===== config.mk =====
export PLATFORM = sky130hd
export DESIGN_NAME = tfel_error_logic
export DESIGN_NICKNAME = d
export VERILOG_FILES = /design/src/hw/tfel_pkg.sv /design/src/hw/tfel_error_logic.sv /design/src/hw/tfel_flag_bank.sv
export SDC_FILE = /design/constraint.sdc
export NUM_CORES = 1
export LEC_CHECK = 0
export BUFFER_PORTS_ARGS = -buffer_cell sky130_fd_sc_hd__buf_4
export CAP_MARGIN = 40
export CORE_ASPECT_RATIO = 1.1
export CORE_UTILIZATION = 45
export DETAILED_ROUTE_END_ITERATION = 16
export HOLD_SLACK_MARGIN = 0.12
export PLACE_DENSITY = 0.87
export SYNTH_ARGS = -nofsm -noshare
export SYNTH_HDL_FRONTEND = slang
export SYNTH_SLANG_ARGS = --single-unit

===== constraint.sdc =====
create_clock -name clk_sys -period 2.4 [get_ports clk_sys]
set_input_delay 0 -clock clk_sys [delete_from_list [all_inputs] [get_ports clk_sys]]
set_output_delay 0 -clock clk_sys [all_outputs]
set_load 0.02 [all_outputs]

===== src/hw/tfel_pkg.sv =====
// Purpose: shared constants for the tape formatter error logic
// Assumes: one drive, one formatter clock, synchronous active-high reset
// Notes:   error bit positions, error classes, register indices, function codes
package tfel_pkg;
  // -----------------------------------------------------------------
  // error register layout
  // -----------------------------------------------------------------
  localparam int unsigned ERR_W             = 16;
  localparam int unsigned BIT_BAD_FUNCTION  = 0;
  localparam int unsigned BIT_BAD_REGISTER  = 1;
  localparam int unsigned BIT_WRITE_REFUSED = 2;
  localparam int unsigned BIT_CTRL_PARITY   = 3;
  localparam int unsigned BIT_BAD_FORMAT    = 4;
  localparam int unsigned BIT_DATA_PARITY   = 5;
  localparam int unsigned BIT_UNCORR_VPE    = 6;
  localparam int unsigned BIT_PREAMBLE_LRC  = 7;
  localparam int unsigned BIT_GAP_VIOLATION = 8;
  localparam int unsigned BIT_FRAME_COUNT   = 9;
  localparam logic [15:0] CLASS_B_MASK      = 16'h0011;
  localparam logic [15:0] FLAGS_RESET       = 16'h0000;
  localparam int unsigned STATUS_ERROR_BIT  = 14;
  // -----------------------------------------------------------------
  // register indices on the drive register port
  // -----------------------------------------------------------------
  localparam int unsigned ADDR_W            = 5;
  localparam logic [4:0]  REG_CONTROL       = 5'h00;
  localparam logic [4:0]  REG_ERROR         = 5'h02;
  localparam logic [4:0]  REG_MAINT         = 5'h03;
  localparam logic [4:0]  REG_ATTN          = 5'h04;
  localparam logic [31:0] REG_EXIST_MASK    = 32'h0000_0fff;
  // -----------------------------------------------------------------
  // function codes, go bit included in bit 0
  // -----------------------------------------------------------------
  localparam int unsigned GO_BIT            = 0;
  localparam logic [5:0]  FUNC_DRIVE_CLEAR  = 6'h09;
  localparam logic [31:0] FUNC_VALID_MASK   = 32'h1100_0819;
  localparam logic [15:0] FORMAT_VALID_MASK = 16'h0007;
endpackage


===== src/hw/tfel_error_logic.sv =====
// Purpose: error detection, classing and reporting of a tape formatter
// Assumes: event inputs are one-cycle pulses from the formatter datapath
// Notes:   exception is a level until the next clear, end-of-block until the next go command or clear
`timescale 1ns/1ps
`default_nettype none
module tfel_error_logic #(
  parameter logic [31:0] EXIST_MASK  = tfel_pkg::REG_EXIST_MASK,
  parameter logic [31:0] FUNC_MASK   = tfel_pkg::FUNC_VALID_MASK,
  parameter logic [15:0] FORMAT_MASK = tfel_pkg::FORMAT_VALID_MASK
) (
  // clock and reset
  input  wire logic        clk_sys,
  input  wire logic        reset,
  input  wire logic        controller_init,
  // drive register port
  input  wire logic        drive_selected,
  input  wire logic [4:0]  reg_addr,
  input  wire logic        reg_read,
  input  wire logic        reg_write,
  input  wire logic [15:0] reg_wdata,
  input  wire logic        reg_wparity,
  output logic             reg_write_accept,
  output logic [15:0]      reg_rdata,
  // transfer control from the datapath
  input  wire logic        transfer_start,
  input  wire logic [3:0]  format_code,
  input  wire logic        write_mode,
  input  wire logic        block_end,
  input  wire logic        op_done,
  // write data parity
  input  wire logic        data_valid,
  input  wire logic [15:0] data_word,
  input  wire logic        data_parity,
  // recording quality events
  input  wire logic        pe_mode,
  input  wire logic        uncorrectable_event,
  input  wire logic        vertical_parity_event,
  input  wire logic        late_data_event,
  input  wire logic        preamble_error_event,
  input  wire logic        lrc_check,
  input  wire logic [7:0]  longitudinal_check_character,
  input  wire logic [7:0]  computed_check_character,
  // gap and frame count events
  input  wire logic        gap_char_event,
  input  wire logic        shutdown_first_half,
  input  wire logic        space_end,
  input  wire logic        frame_count_nonzero,
  input  wire logic        frame_count_overflow,
  input  wire logic        word_count_overflowed,
  input  wire logic        record_end,
  // reporting
  output logic             exception_signal,
  output logic             end_of_block_signal,
  output logic             stop_transfer,
  output logic             operation_busy,
  output logic [15:0]      error_flags,
  output logic             drive_status_error
);
  // -----------------------------------------------------------------
  // helpers
  // -----------------------------------------------------------------
  // odd parity over word and parity bit
  function automatic logic parity_ok(input logic [15:0] word, input logic par);
    parity_ok = ^{word, par};
  endfunction

  typedef struct packed {
    logic        exception;
    logic        end_of_block;
    logic        stop;
    logic        busy;
    logic [15:0] read_data;
  } tfel_state_type;

  tfel_state_type state;
  tfel_state_type next_state;

  logic        write_try;
  logic        access;
  logic        reg_exists;
  logic        exempt;
  logic        ctrl_par_bad;
  logic        refuse;
  logic        func_go;
  logic        drive_clear;
  logic        bad_func;
  logic        bad_format;
  logic        clear_all;
  logic        class_a_hit;
  logic        class_b_hit;
  logic [15:0] set_bits;

  // -----------------------------------------------------------------
  // register access checks
  // -----------------------------------------------------------------
  always_comb begin
    write_try    = reg_write & drive_selected;
    access       = (reg_write | reg_read) & drive_selected;
    reg_exists   = EXIST_MASK[reg_addr];
    exempt       = (reg_addr == tfel_pkg::REG_MAINT) | (reg_addr == tfel_pkg::REG_ATTN);
    ctrl_par_bad = write_try & ~parity_ok(reg_wdata, reg_wparity);
    // refusal applies to the control register too, so drive clear needs an idle drive
    refuse       = write_try & reg_exists & state.busy & ~exempt;
    reg_write_accept = write_try & reg_exists & ~ctrl_par_bad & ~refuse;
    func_go      = reg_write_accept & (reg_addr == tfel_pkg::REG_CONTROL)
                   & reg_wdata[tfel_pkg::GO_BIT];
    drive_clear  = func_go & (reg_wdata[5:0] == tfel_pkg::FUNC_DRIVE_CLEAR);
    bad_func     = func_go & ~FUNC_MASK[reg_wdata[5:1]];
    bad_format   = transfer_start & ~FORMAT_MASK[format_code];
    clear_all    = drive_clear | controller_init;
  end

  // -----------------------------------------------------------------
  // error detection
  // -----------------------------------------------------------------
  always_comb begin
    set_bits = 16'h0000;
    set_bits[tfel_pkg::BIT_BAD_FUNCTION]  = bad_func;
    set_bits[tfel_pkg::BIT_BAD_REGISTER]  = access & ~reg_exists;
    set_bits[tfel_pkg::BIT_WRITE_REFUSED] = refuse;
    set_bits[tfel_pkg::BIT_CTRL_PARITY]   = ctrl_par_bad;
    set_bits[tfel_pkg::BIT_BAD_FORMAT]    = bad_format;
    // data still goes to tape; the flag and a class A exception record the fault
    set_bits[tfel_pkg::BIT_DATA_PARITY]   = data_valid & write_mode
                                            & ~parity_ok(data_word, data_parity);
    set_bits[tfel_pkg::BIT_UNCORR_VPE]    = pe_mode ? uncorrectable_event
                                            : (vertical_parity_event | late_data_event);
    set_bits[tfel_pkg::BIT_PREAMBLE_LRC]  = pe_mode ? preamble_error_event
                                            : (lrc_check & (longitudinal_check_character
                                               != computed_check_character));
    set_bits[tfel_pkg::BIT_GAP_VIOLATION] = gap_char_event & shutdown_first_half;
    set_bits[tfel_pkg::BIT_FRAME_COUNT]   = (space_end & frame_count_nonzero)
                                            | (frame_count_overflow & write_mode
                                               & ~word_count_overflowed)
                                            | (record_end & ~write_mode
                                               & ~word_count_overflowed);
    class_b_hit = |(set_bits & tfel_pkg::CLASS_B_MASK);
    class_a_hit = |(set_bits & ~tfel_pkg::CLASS_B_MASK);
  end

  tfel_flag_bank #(
    .WIDTH     (tfel_pkg::ERR_W)
  ) u_flags (
    .clk_sys   (clk_sys),
    .reset     (reset),
    .set_bits  (set_bits),
    .clear_all (clear_all),
    .flags     (error_flags)
  );

  // -----------------------------------------------------------------
  // classing and reporting state
  // -----------------------------------------------------------------
  always_comb begin
    next_state = state;
    if (clear_all | func_go) begin
      next_state.exception    = clear_all ? 1'b0 : state.exception;
      next_state.end_of_block = 1'b0;
      next_state.stop         = 1'b0;
    end
    if (func_go & ~bad_func & ~drive_clear) begin
      next_state.busy = 1'b1;
    end else if (op_done | clear_all) begin
      next_state.busy = 1'b0;
    end
    if (block_end & state.busy) begin
      next_state.end_of_block = 1'b1;
    end
    if (class_a_hit) begin
      next_state.exception = 1'b1;
    end
    if (class_b_hit) begin
      next_state.exception    = 1'b1;
      next_state.end_of_block = 1'b1;
      next_state.stop         = 1'b1;
      next_state.busy         = 1'b0;
    end
    if (reg_read & drive_selected & (reg_addr == tfel_pkg::REG_ERROR)) begin
      next_state.read_data = error_flags;
    end else if (reg_read & drive_selected) begin
      next_state.read_data = 16'h0000;
    end
  end

  always_ff @(posedge clk_sys) begin
    if (reset) begin
      state <= '0;
    end else begin
      state <= next_state;
    end
  end

  assign exception_signal    = state.exception;
  assign end_of_block_signal = state.end_of_block;
  assign stop_transfer       = state.stop;
  assign operation_busy      = state.busy;
  assign reg_rdata           = state.read_data;
  assign drive_status_error  = |error_flags;
endmodule
`default_nettype wire


===== src/hw/tfel_flag_bank.sv =====
// Purpose: sticky error flag bank
// Assumes: set and clear are single-cycle pulses on clk_sys
// Notes:   a set arriving with the clear survives it
`timescale 1ns/1ps
`default_nettype none
module tfel_flag_bank #(
  parameter int unsigned WIDTH = 16
) (
  // clock and reset
  input  wire logic             clk_sys,
  input  wire logic             reset,
  // control
  input  wire logic [WIDTH-1:0] set_bits,
  input  wire logic             clear_all,
  // state
  output logic      [WIDTH-1:0] flags
);
  typedef struct packed {
    logic [WIDTH-1:0] flags;
  } tfel_bank_type;

  tfel_bank_type state;
  tfel_bank_type next_state;

  always_comb begin
    next_state = state;
    if (clear_all) begin
      next_state.flags = set_bits;
    end else begin
      next_state.flags = state.flags | set_bits;
    end
  end

  always_ff @(posedge clk_sys) begin
    if (reset) begin
      state.flags <= WIDTH'(tfel_pkg::FLAGS_RESET);
    end else begin
      state <= next_state;
    end
  end

  assign flags = state.flags;
endmodule
`default_nettype wire


; ---- Word level (Yosys, flattened, before mapping)
; Memories as Yosys holds them, arrays and structs flattened.
; Index checks and enable logic that the tools add are counted.
[op_classes]
n_bitwise = 49
mux = 15
n_reduce_logical = 15
n_eq_ne = 5
magnitude_cmp = 3
[op_table]
columns = cell, n
row1 = XOR reduction 17 bit, 2
row2 = 2-to-1 mux 16 bit, 2
row3 = bitwise AND 1 bit, 28
row4 = OR 16 x 10 -> 16 bit, 1
row5 = OR reduction 16 bit, 1
row6 = < comparator 5 x 6 -> 1 bit (second input constant), 2
row7 = NOT 1 bit, 12
row8 = == test 5 x 2 -> 1 bit (second input constant), 2
row9 = 2-to-1 mux 1 bit, 10
row10 = 2-to-1 mux 10 bit, 1
row11 = nonzero test 3 bit, 3
row12 = inequality test 8 bit, 1
row13 = OR 1 bit, 8
row14 = OR reduction 8 bit, 1
row15 = == test 6 x 4 -> 1 bit (second input constant), 1
row16 = nonzero test 2 bit, 3
row17 = == test 5 x 3 -> 1 bit (second input constant), 1
row18 = zero test 5 bit, 1
row19 = < comparator 4 x 5 -> 1 bit (second input constant), 1
row20 = 2-to-1 mux 4 bit, 1
row21 = OR reduction 2 bit, 2
row22 = 2-to-1 mux 3 bit, 1
row23 = OR reduction 3 bit, 1
row24 = AND reduction 2 bit, 1
[word_totals]
ff_bits = 36
elab_cells = 97
mem_count = 3
romBits = 80
out_inout_bits = 38
[memory_table]
columns = name, depth, word_bits, rd, rd_ports_with_merged_regs, wr, line_no
row1 = (no name shown), 32, 1, 1, 0, 0, tfel_error_logic.sv:108  ; bad_func = func_go & ~FUNC_MASK[reg_wdata[5:1]];
row2 = (no name shown), 32, 1, 1, 0, 0, tfel_error_logic.sv:99  ; reg_exists = EXIST_MASK[reg_addr];
row3 = (no name shown), 16, 1, 1, 0, 0, tfel_error_logic.sv:109  ; bad_format = transfer_start & ~FORMAT_MASK[format_code];

; ---- Depth between registers and ports, before layout
; Gate-level depths: netlist (run 1).
[depth]
word_depth = 15
depth_mapped = 9
mapped_depth_nobuf = 8

; ---- By module
; A second synthesis (run 1) with hierarchy kept.
[hier_totals]
hier_cells = 237
hier_area_um2 = 1988.2
[by_module_without_submodules]
columns = mod, cells_per_inst, area_per_inst_um2, n_inst
row1 = tfel_error_logic, 170, 1395.1, 1
row2 = tfel_flag_bank, 67, 593.1, 1

; ---- Worst setup path before layout (run 1)
; Ideal clock, no wire load.
[synth_timing]
kind = input-to-reg
startpoint = input reg_wdata[1]
endpoint = register, netlist name u_flags.flags[0]
stages = 9
t_arrival_ns = 1.531
setup_slack_ns = 0.727
cell_sequence = inv_1 > ha_1 > xor2_1 > xnor2_1 > xnor2_1 > xnor2_2 > buf_6 > nand3b_1 > a21oi_2
[synth_between]
elab_chain_cells = 11
word_cells_on_any_way = 17
cone_classes = eq/ne: 1 / mux: 2 / bitwise: 12 / reduce/logical: 1 / memory: 1
[synth_rtl]
columns = element, line_no
row1 = "start, declared", tfel_error_logic.sv:20  ; input wire logic [15:0] reg_wdata,
row2 = XOR reduction 17 bit, tfel_error_logic.sv:64  ; parity_ok = ^{word, par};
row3 = NOT 1 bit, tfel_error_logic.sv:101  ; ctrl_par_bad = write_try & ~parity_ok(reg_wdata, reg_wparity);
row4 = bitwise AND 1 bit, tfel_error_logic.sv:101
row5 = NOT 1 bit, tfel_error_logic.sv:104  ; reg_write_accept = write_try & reg_exists & ~ctrl_par_bad & ~refuse;
row6 = bitwise AND 1 bit (2 in a row), tfel_error_logic.sv:104
row7 = bitwise AND 1 bit, tfel_error_logic.sv:105  ; func_go = reg_write_accept & (reg_addr == tfel_pkg::REG_CONTROL)
row8 = bitwise AND 1 bit, tfel_error_logic.sv:106  ; & reg_wdata[tfel_pkg::GO_BIT];
row9 = "bitwise AND 1 bit, on equally long branches", "tfel_error_logic.sv:108, tfel_error_logic.sv:107"
row10 = OR 16 x 10 -> 16 bit or OR 1 bit (tied branches), "tfel_flag_bank.sv:30, tfel_error_logic.sv:110"
row11 = 2-to-1 mux 10 bit *, tfel_flag_bank.sv:27  ; if (clear_all) begin
; Every way passes the cells marked *; elsewhere a longest branch is shown, timed or not. The select of a mux whose other input is x is not followed.
; A chain may end at the register's enable or synchronous reset.

; ---- Worst setup path in the final report (run 1)
[layout_timing]
startpoint = input reg_wdata[1]
endpoint = register, netlist name u_flags.flags[9]
[layout_between]
elab_chain_cells = 11
word_cells_on_any_way = 12
cone_classes = eq/ne: 1 / mux: 1 / bitwise: 9 / reduce/logical: 1
[layout_rtl]
columns = element, line_no
row1 = XOR reduction 17 bit, tfel_error_logic.sv:64
row2 = NOT 1 bit, tfel_error_logic.sv:101
row3 = bitwise AND 1 bit, tfel_error_logic.sv:101
row4 = NOT 1 bit, tfel_error_logic.sv:104
row5 = bitwise AND 1 bit (2 in a row), tfel_error_logic.sv:104
row6 = bitwise AND 1 bit, tfel_error_logic.sv:105
row7 = bitwise AND 1 bit, tfel_error_logic.sv:106
row8 = bitwise AND 1 bit *, tfel_error_logic.sv:107  ; drive_clear = func_go & (reg_wdata[5:0] == tfel_pkg::FUNC_DRIVE_CLEAR);
row9 = OR 1 bit *, tfel_error_logic.sv:110  ; clear_all = drive_clear | controller_init;
row10 = 2-to-1 mux 10 bit *, tfel_flag_bank.sv:27
; Every way passes the cells marked *; elsewhere a longest branch is shown, timed or not.

==> results by group, run 1 <==
Outcome
  – Outcome: finished clean

CTS
  – CTS tree: done
  – Total CTS buffers: 3
  – Bufs on Longest Clock Path: 2
  – CTS clk-pin slew, worst paths: 0.09 ns
  – CTS root buf: clkbuf_8
  – CTS Sinks: 24
  – Clock latency on the worst-skew pair: 0.27 ns
  – H-tree depth: 1

Drt
  – Wire per inst: 13.4 um
  – DRT Wirelength: 4.86 mm
  – DRC violations left: 0
  – Initial DRC count: 102
  – Via count: 1868
  – DR vias/cell: 5.15
  – DRT antenna net count: 0
  – Drt first pass iters: 4

Timing
  – Slew HR: 57.4%
  – Final-report hold violation count: 0
  – Max-slew violations: 0
  – Worst-margin pin slew: 0.636 ns
  – Final period utilization: 94.7%
  – Minimum clock period: 2.27 ns
  – RSZ-0062 raised after global routing: false
  – Final setup violation count: 0
  – Clk_skew: 0.00527 ns
  – Fmax: 440 MHz
  – Setup Total Neg Slack: 0 ns

Power
  – Static Leakage: 0.00124 uW
  – PwrDens: 471 nW/um^2
  – VDD IR max: 393 uV
  – Power, Total: 1320 uW

Synthesis
  – Syn Inst Count: 190
  – Async SR Flop Fraction: 0%
  – Netlist cell types: 45
  – Yosys reg bits: 24
  – EDFF count, synth: 0
  – Yosys top cell area share: 27.0%
  – Most area-consuming cells after synthesis: dfxtp_1 27%, xnor2_1 15%, o211ai_2 7.0%
  – Top FF cell, synth: dfxtp_1
  – Syn_area_per_cell: 9.37 um^2
  – Synthesis Warnings: 0
  – Sequential share of the synthesized area: 27.0%
  – Yosys top cell by area: dfxtp_1
  – Cell area after synthesis: 1780 um^2

Cells and area
  – Antenna diodes: 0
  – Layout area overhead: 57.0%
  – Most frequent cells in the layout: 110 x buf_4, 30 x xnor2_1, 24 x dfxtp_1
  – # fillers: 275
  – Fin nets: 399
  – Layout cells sized above 1: 46.0%
  – Most common cell after layout, fill and taps aside: buf_4

Global route
  – Initial antenna violation count: 0
  – Largest net degree at the start of global routing: 25
  – Vias in the first global route: 1801
  – GRT Util Overall: 23.4%
  – First-pass GRT wire length: 7.45 mm
  – GRT overflow: 0

Setup path
  – Critical Path RT: 2.62 ns
  – Critical path launch point type: input pin
  – Crit Path Max Fanout: 11
  – Crit-path cells: buf_4, inv_1, ha_1, xor2_1, xnor2_1, xnor2_1, xnor2_4, buf_4, o211ai_1, a31oi_1, dlygate4sd3_1
  – Critical Path Sink Type: register
  – Worst-path cell with the longest stage delay: dlygate4sd3_1
  – Critical path arrival: 2.49 ns
  – Critical Setup Path Class: in2reg
  – Max stage delay on crit path: 0.56 ns

Worst hold path
  – Hold Crit Class: in2reg

Floorplan
  – Site row count: 23
  – Die area: 4210 um^2
  – Initial Util: 48.0%
  – Die Span Y: 68.0 um
  – Chip Width: 62.0 um
  – Core area: 3710 um^2
  – Ports: 121

Place
  – Routability congestion estimate: 0.777
  – Dpl hpwl: 3.65 mm
  – Port buffer count: 108

Flow run
  – Max_cap viols: 0
## worst max-delay path: cells and delay by family
family / cells / cell delay, ns
xor gates and xnor gates: 4 / 0.90
adders and majority gates: 1 / 0.31
AOI/OAI and AO/OA: 2 / 0.34
buffers and inverters: 4 / 0.94
## routing by layer
layer | vias to the layer above | track usage, % | share of wire [%]
met5 | - | 0 | 0
met4 | 0 | 5.56 | 1.4
met3 | 10 | 4.73 | 4.9
met2 | 83 | 43.4 | 55
met1 | 862 | 26.8 | 39
li1 | 913 | - | -
## synthesized netlist by cell type (2+ instances only)
cell and n:
xnor2_1 30, dfxtp_1 24, nor2_1 15, buf_4 12, nand2_1 11, a22oi_1 10, o211ai_2 10, a21oi_2 9
a31oi_1 5, inv_1 4, a21oi_1 3, buf_6 3, nand3_1 3, nand4_1 3, o211ai_1 3, or2_2 3
xor2_1 3, and2_1 2, and3_1 2, and3b_1 2, clkbuf_1 2, ha_1 2, mux2i_1 2, nand2b_1 2
nor4_1 2, o21ai_0 2, o31ai_1 2, xnor3_1 2
## per-stage QoR
stage                     cell area, um^2  worst slack, ns  instances  util [%]  hold slack [ns]
final                                2800            0.127        363      75.3            0.158
after detailed placement             2580            0.283        344      69.5            0.301
after floorplan                      1820            0.727        201         -           0.0694
after global placement               2580            0.301        344      69.5            0.287
after global routing                 2800          0.00767        363      75.3            0.181
after CTS                            2780           0.0457        363      75.0            0.152
## where the power goes
group	total, uW	internal (uW)	switching (uW)
Sequential	435	414	20.7
Combinational	607	301	306
Clock	274	146	128
Total	1320	861	454
## cell type report
class                           instances  area, um^2  share of cell area (%)
Multi-Input combinational cell        156        1210                    43.2
Timing Repair Buffer                  125         976                    34.9
Tap cell                               50        62.6                    2.24
Inverter                                4        15.0                   0.537
Clock buffer                            4        55.1                    1.97
Sequential cell                        24         480                    17.2
## state kept, by name, indices dropped and copies added (netlist names)
register	flops
exception_signal	1
u_flags.flags	10
end_of_block_signal	1
operation_busy	1
stop_transfer	1
reg_rdata	10
## final timing paths
check                           slack, ns  depth (start not counted)          endpoint           start
worst max-delay path                 0.13                         11  u_flags.flags[9]    reg_wdata[1]
worst min-delay path                 0.16                          4  u_flags.flags[1]  drive_selected
worst max register to register       0.28                          5  u_flags.flags[9]  operation_busy
worst min register to register       0.51                          2      reg_rdata[0]    reg_rdata[0]
## cells by family after synthesis
logic type	after synthesis	synth area share, %
simple gates	51	15.2
mux	3	1.76
xor+xnor	36	19.7
other cells	1	0.211
fa+ha+maj	2	1.41
compound gates	52	26.6
buf+inv	21	8.22
flops	24	27.0
## timing repair
item	CTS	global route
setup buffers	0	0
hold buffers	15	0
endpoints found under the setup margin	0	3
resized for setup	0	1
hold endpoints to repair	22	0
(Power assumes the default switching activity.)
==> run 2, diff against run 1 <==
Settings changed: ABC_AREA set to 1, CORE_UTILIZATION 45 to 48, PLACE_DENSITY 0.87 to 0.88.
==> results by group, run 2 <==
Outcome
  – Outcome: finished clean

Cells and area
  – Fin nets: 529
  – Post-Layout Cell Count: 495
  – # fillers: 315
  – Register Area: 480 um^2
  – Most common cell after layout, fill and taps aside: buf_4
  – Layout area overhead: 51.7%
  – Antenna diodes: 0
  – Layout cells sized above 1: 34.3%
  – Fin area: 3090 um^2
  – Multi-input gate area: 1300 um^2
  – Most frequent cells in the layout: 116 x buf_4, 95 x nand2_1, 46 x inv_1

CTS
  – Clock latency on the worst-skew pair: 0.27 ns
  – # resized after CTS: 0
  – Bufs on Longest Clock Path: 2
  – CTS tree: done
  – CTS root buf: clkbuf_8
  – CTS clk-pin slew, worst paths: 0.08 ns
  – CTS Sinks: 24
  – Total CTS buffers: 3
  – H-tree depth: 1

Place
  – # placed instances: 471
  – Routability congestion estimate: 0.789
  – Port buffer count: 108
  – Post-DP Area: 2840 um^2
  – Dpl hpwl: 4.37 mm

Floorplan
  – Ports: 121
  – Die Span Y: 70.3 um
  – Site row count: 24
  – Die area: 4510 um^2
  – Initial Util: 50.7%
  – Core area: 4020 um^2
  – Chip Width: 64.1 um

Setup path
  – Critical path arrival: 2.41 ns
  – Critical Path Sink Type: register
  – Critical R2R Launch: operation_busy
  – Most used cell along the critical path: nand2_1
  – Reg-to-Reg End: u_flags.flags[8]
  – Crit path to: u_flags.flags[8]
  – CP Launch Point: reg_wdata[1]
  – Worst-path cell with the longest stage delay: dlygate4sd3_1
  – R2R depth: 7
  – Critical path launch point type: input pin
  – Max stage delay on crit path: 0.57 ns
  – Slack of the worst reg-to-reg path: 0.44 ns
  – Crit-path cells: buf_4, inv_1, ha_1, nor2_1, inv_1, nand2_1, nand2_1, nand2_1, nand2_2, nand2_2, inv_1, nand2_1, nand3_2, nand2_2, nand3_2, nor2_4, nand3_4, nand3_2, a21oi_2, dlygate4sd3_1
  – Crit Path Max Fanout: 11
  – Critical Setup Path Class: in2reg
  – Critical Path RT: 2.56 ns

Timing
  – Minimum clock period: 2.26 ns
  – Hold Slack: 0.142 ns
  – Clk_skew: 0.00247 ns
  – RSZ-0062 raised after global routing: false
  – Setup Total Neg Slack: 0 ns
  – Fmax: 443 MHz
  – Final-report hold violation count: 0
  – Final period utilization: 94.0%
  – Worst-margin pin slew: 0.783 ns
  – Slew HR: 47.3%
  – Max-slew violations: 0
  – Final setup violation count: 0

Drt
  – Initial DRC count: 123
  – Drt first pass iters: 4
  – Wire per inst: 12.2 um
  – DRT antenna net count: 0
  – DRC violations left: 0
  – DR vias/cell: 5.09
  – Via count: 2518
  – DRT Wirelength: 6.03 mm

Synthesis
  – Synthesis Warnings: 0
  – Yosys top cell by area: dfxtp_1
  – Async SR Flop Fraction: 0%
  – Synth top cells by count: 95 x nand2_1, 46 x inv_1, 24 x dfxtp_1
  – Most area-consuming cells after synthesis: dfxtp_1 24%, nand2_1 17%, inv_1 8.5%
  – Syn_area_per_cell: 6.43 um^2
  – Top-count cell post-synth: nand2_1
  – Netlist cell types: 30
  – EDFF count, synth: 0
  – Cell area after synthesis: 2040 um^2
  – Syn Inst Count: 317
  – Top FF cell, synth: dfxtp_1
  – Yosys reg bits: 24
  – Yosys top cell area share: 23.6%
  – Sequential share of the synthesized area: 23.6%

Power
  – Static Leakage: 0.00162 uW
  – VDD IR max: 233 uV
  – PwrDens: 401 nW/um^2

Global route
  – GRT overflow: 0
  – First-pass GRT wire length: 9.47 mm
  – Largest net degree at the start of global routing: 25
  – Vias in the first global route: 2271
  – Initial antenna violation count: 0
  – GRT Util Overall: 26.1%

Flow run
  – Max_cap viols: 0

Worst hold path
  – Hold Crit Class: in2reg
run 2: power by group:
part           internal [uW]  total (uW)  switching, uW
Combinational            221         460            239
Sequential               412         429           17.2
Clock                    223         353            130
run 2: worst min path at each step:
stage              startpoint                to  slack [ns]  cells after the start
2_1_floorplan           reset     stop_transfer        0.06                      1
3_3_place_gp          op_done    operation_busy        0.29                      4
3_5_place_dp          op_done    operation_busy        0.31                      4
4_1_cts             lrc_check  u_flags.flags[7]        0.12                      5
5_1_grt        transfer_start  u_flags.flags[4]        0.17                      4
6_report          reg_addr[4]    operation_busy        0.14                      4
run 2: final cells by class:
class	count	share of cell area (%)
Timing Repair Buffer	129	32.4
Inverter	46	5.58
Tap cell	52	2.10
Clock buffer	3	1.33
Clock inverter	1	0.971
Multi-Input combinational cell	240	42.1
Sequential cell	24	15.5
run 2: timing repair:
action                                  CTS  global route
hold buffers                             13             0
endpoints found under the setup margin    0             2
endpoints found under the hold margin    21             0
buffers inserted                          0             7
run 2: kinds of logic (layout without fill, tap and decap cells):
group | count (synthesis) | count (layout) | share of synthesized area [%]
buffers and inverters | 64 | 179 | 14.5
XOR/XNOR | 20 | 20 | 8.59
adder cells (fa/ha/maj) | 2 | 2 | 1.23
AND/OR/NAND/NOR | 174 | 174 | 41.7
AO/OA/AOI/OAI | 32 | 32 | 10.1
other | 1 | 12 | 0.184
flip-flops | 24 | 24 | 23.6
run 2: critical path: cells and delay by family:
kind | cells | cell delay [ns]
AO/OA/AOI/OAI | 1 | 0.06
AND/OR/NAND/NOR | 13 | 1.22
buffers and inverters | 5 | 0.79
adder cells (fa/ha/maj) | 1 | 0.31
run 2: per-stage QoR:
| step | power (uW) | worst slack (ns) | utilization (%) |
|---|---|---|---|
| after floorplan | 704 | 0.607 | - |
| after global placement | 853 | 0.516 | 70.6 |
| after detailed placement | 869 | 0.386 | 70.6 |
| after CTS | 1230 | 0.162 | 75.6 |
| after global routing | 1310 | 0.0151 | 76.9 |
| final | 1240 | 0.144 | 76.9 |
run 2: routing by layer:
metal | track usage [%] | part of all wire (%)
met3 | 4.41 | 6.4
met1 | 27.6 | 38
met2 | 50.4 | 53
met4 | 9.38 | 2.4
met5 | 0 | 0
==> run 3, diff against run 2 <==
Settings changed: BUFFER_PORTS_ARGS -buffer_cell sky130_fd_sc_hd__buf_4 to -buffer_cell sky130_fd_sc_hd__buf_2, MAX_ROUTING_LAYER set to met4, PLACE_DENSITY 0.88 to not set, PLACE_DENSITY_LB_ADDON set to 0.08.
==> results by group, run 3 (synthesized netlist as in run 2, its figures left out) <==
Outcome
  – Outcome: finished clean

Setup path
  – Critical Path RT: 2.54 ns
  – Critical R2R Launch: operation_busy
  – R2R depth: 6
  – Critical Setup Path Class: in2reg
  – Crit path to: stop_transfer
  – Reg-to-Reg End: stop_transfer
  – Slack of the worst reg-to-reg path: 0.97 ns
  – Critical path launch point type: input pin
  – Critical Path Sink Type: register
  – CP Launch Point: reg_wdata[1]
  – Crit Path Max Fanout: 14
  – Critical path arrival: 1.86 ns

Timing
  – Max-slew violations: 0
  – Clk_skew: 0.00409 ns
  – Final period utilization: 71.8%
  – Minimum clock period: 1.72 ns
  – Worst-margin pin slew: 0.665 ns
  – Fmax: 580 MHz
  – Slew HR: 55.3%
  – Final-report hold violation count: 0
  – RSZ-0062 raised after global routing: false
  – Setup Total Neg Slack: 0 ns
  – Fin worst setup slack: 0.677 ns
  – Final setup violation count: 0

Global route
  – First-pass GRT wire length: 8.40 mm
  – GRT overflow: 0
  – Vias in the first global route: 2090
  – GRT Util Overall: 23.3%
  – Initial antenna violation count: 0
  – Largest net degree at the start of global routing: 25

Floorplan
  – Initial Util: 50.7%
  – Core area: 4020 um^2
  – Die area: 4510 um^2
  – Site row count: 24
  – Ports: 121
  – Chip Width: 64.1 um
  – Die Span Y: 70.3 um

Cells and area
  – Most frequent cells in the layout: 108 x buf_2, 95 x nand2_1, 46 x inv_1
  – Layout area overhead: 33.1%
  – Most common cell after layout, fill and taps aside: buf_2
  – Antenna diodes: 0
  – Fin area: 2710 um^2
  – Final Util: 67.4%
  – Post-Layout Cell Count: 484
  – Fin nets: 518
  – Layout cells sized above 1: 33.6%

Drt
  – DRT Wirelength: 4.88 mm
  – Initial DRC count: 83
  – DRT antenna net count: 0
  – Via count: 2306
  – DRC violations left: 0
  – DR vias/cell: 4.76
  – Drt first pass iters: 4
  – Wire per inst: 10.1 um

CTS
  – CTS Sinks: 24
  – CTS clk-pin slew, worst paths: 0.08 ns
  – Bufs on Longest Clock Path: 2
  – Setup Buffers After CTS: 0
  – Clock latency on the worst-skew pair: 0.26 ns
  – H-tree depth: 1
  – CTS tree: done
  – CTS root buf: clkbuf_8
  – Total CTS buffers: 3

Place
  – Port buffer count: 108
  – # placed instances: 471
  – DP Worst Slack: 0.403 ns
  – Dpl hpwl: 3.90 mm
  – Routability congestion estimate: 0.785
  – Post-DP Area: 2570 um^2

Power
  – VDD IR max: 286 uV
  – PwrDens: 400 nW/um^2
  – Static Leakage: 0.00149 uW

Flow run
  – Max_cap viols: 0

Worst hold path
  – Hold Crit Class: in2reg
==> run 3: per-stage QoR <==
step	hold WS (ns)	total power (uW)
after floorplan	0.0624	704
final	0.134	1090
after global placement	0.290	808
after global routing	0.146	1160
after CTS	0.126	1090
after detailed placement	0.287	816
==> run 3: area by class of cell <==
| type | instances | area, um^2 |
|---|---|---|
| Clock buffer | 4 | 55.1 |
| Timing Repair Buffer | 118 | 638 |
| Tap cell | 52 | 65.1 |
| Inverter | 46 | 173 |
| Sequential cell | 24 | 480 |
| Fill cell | 396 | 1310 |
| Multi-Input combinational cell | 240 | 1300 |
==> run 3: how the worst min path moves through the flow <==
stage / end / from / slack (ns) / cells past startpoint
finish: operation_busy / reg_addr[4] / 0.13 / 4
global route: u_flags.flags[4] / transfer_start / 0.15 / 4
CTS: u_flags.flags[7] / pe_mode / 0.13 / 5
detailed placement: u_flags.flags[8] / shutdown_first_half / 0.29 / 3
global placement: u_flags.flags[8] / shutdown_first_half / 0.29 / 3
floorplan: stop_transfer / reset / 0.06 / 1
==> run 3: where the power goes <==
| part | switching (uW) | internal, uW | total [uW] |
|---|---|---|---|
| clock | 120 | 146 | 266 |
| sequential | 15.0 | 412 | 427 |
| combinational | 224 | 169 | 394 |
==> run 3: repair_timing <==
item	in CTS	in global routing
hold buffers	9	0
hold endpoints to repair	7	0
resized for setup	0	0
==> run 3: worst max-delay path, stage by stage <==
cell and delay (ns):
buf_2 0.10, inv_1 0.04, ha_1 0.31, nand2_1 0.10
inv_1 0.04, nor2_1 0.08, nand2_1 0.07, nand2_1 0.08
nand2_2 0.06, nand2_2 0.08, inv_1 0.04, nand2_1 0.06
nand3_2 0.07, nand2_2 0.06, nand3_2 0.07, nor2_4 0.13
nand3_4 0.21, nand4_1 0.19, a21oi_2 0.06
==> run 3: layer usage <==
| layer | wire [um] | vias up | track usage (%) |
|---|---|---|---|
| met1 | 2120 | 998 | 27.9 |
| met3 | 282 | 4 | 2.61 |
| met5 | 0 | - | - |
| met4 | 48 | 0 | 3.95 |
| li1 | - | 1211 | - |
| met2 | 2430 | 93 | 41.8 |
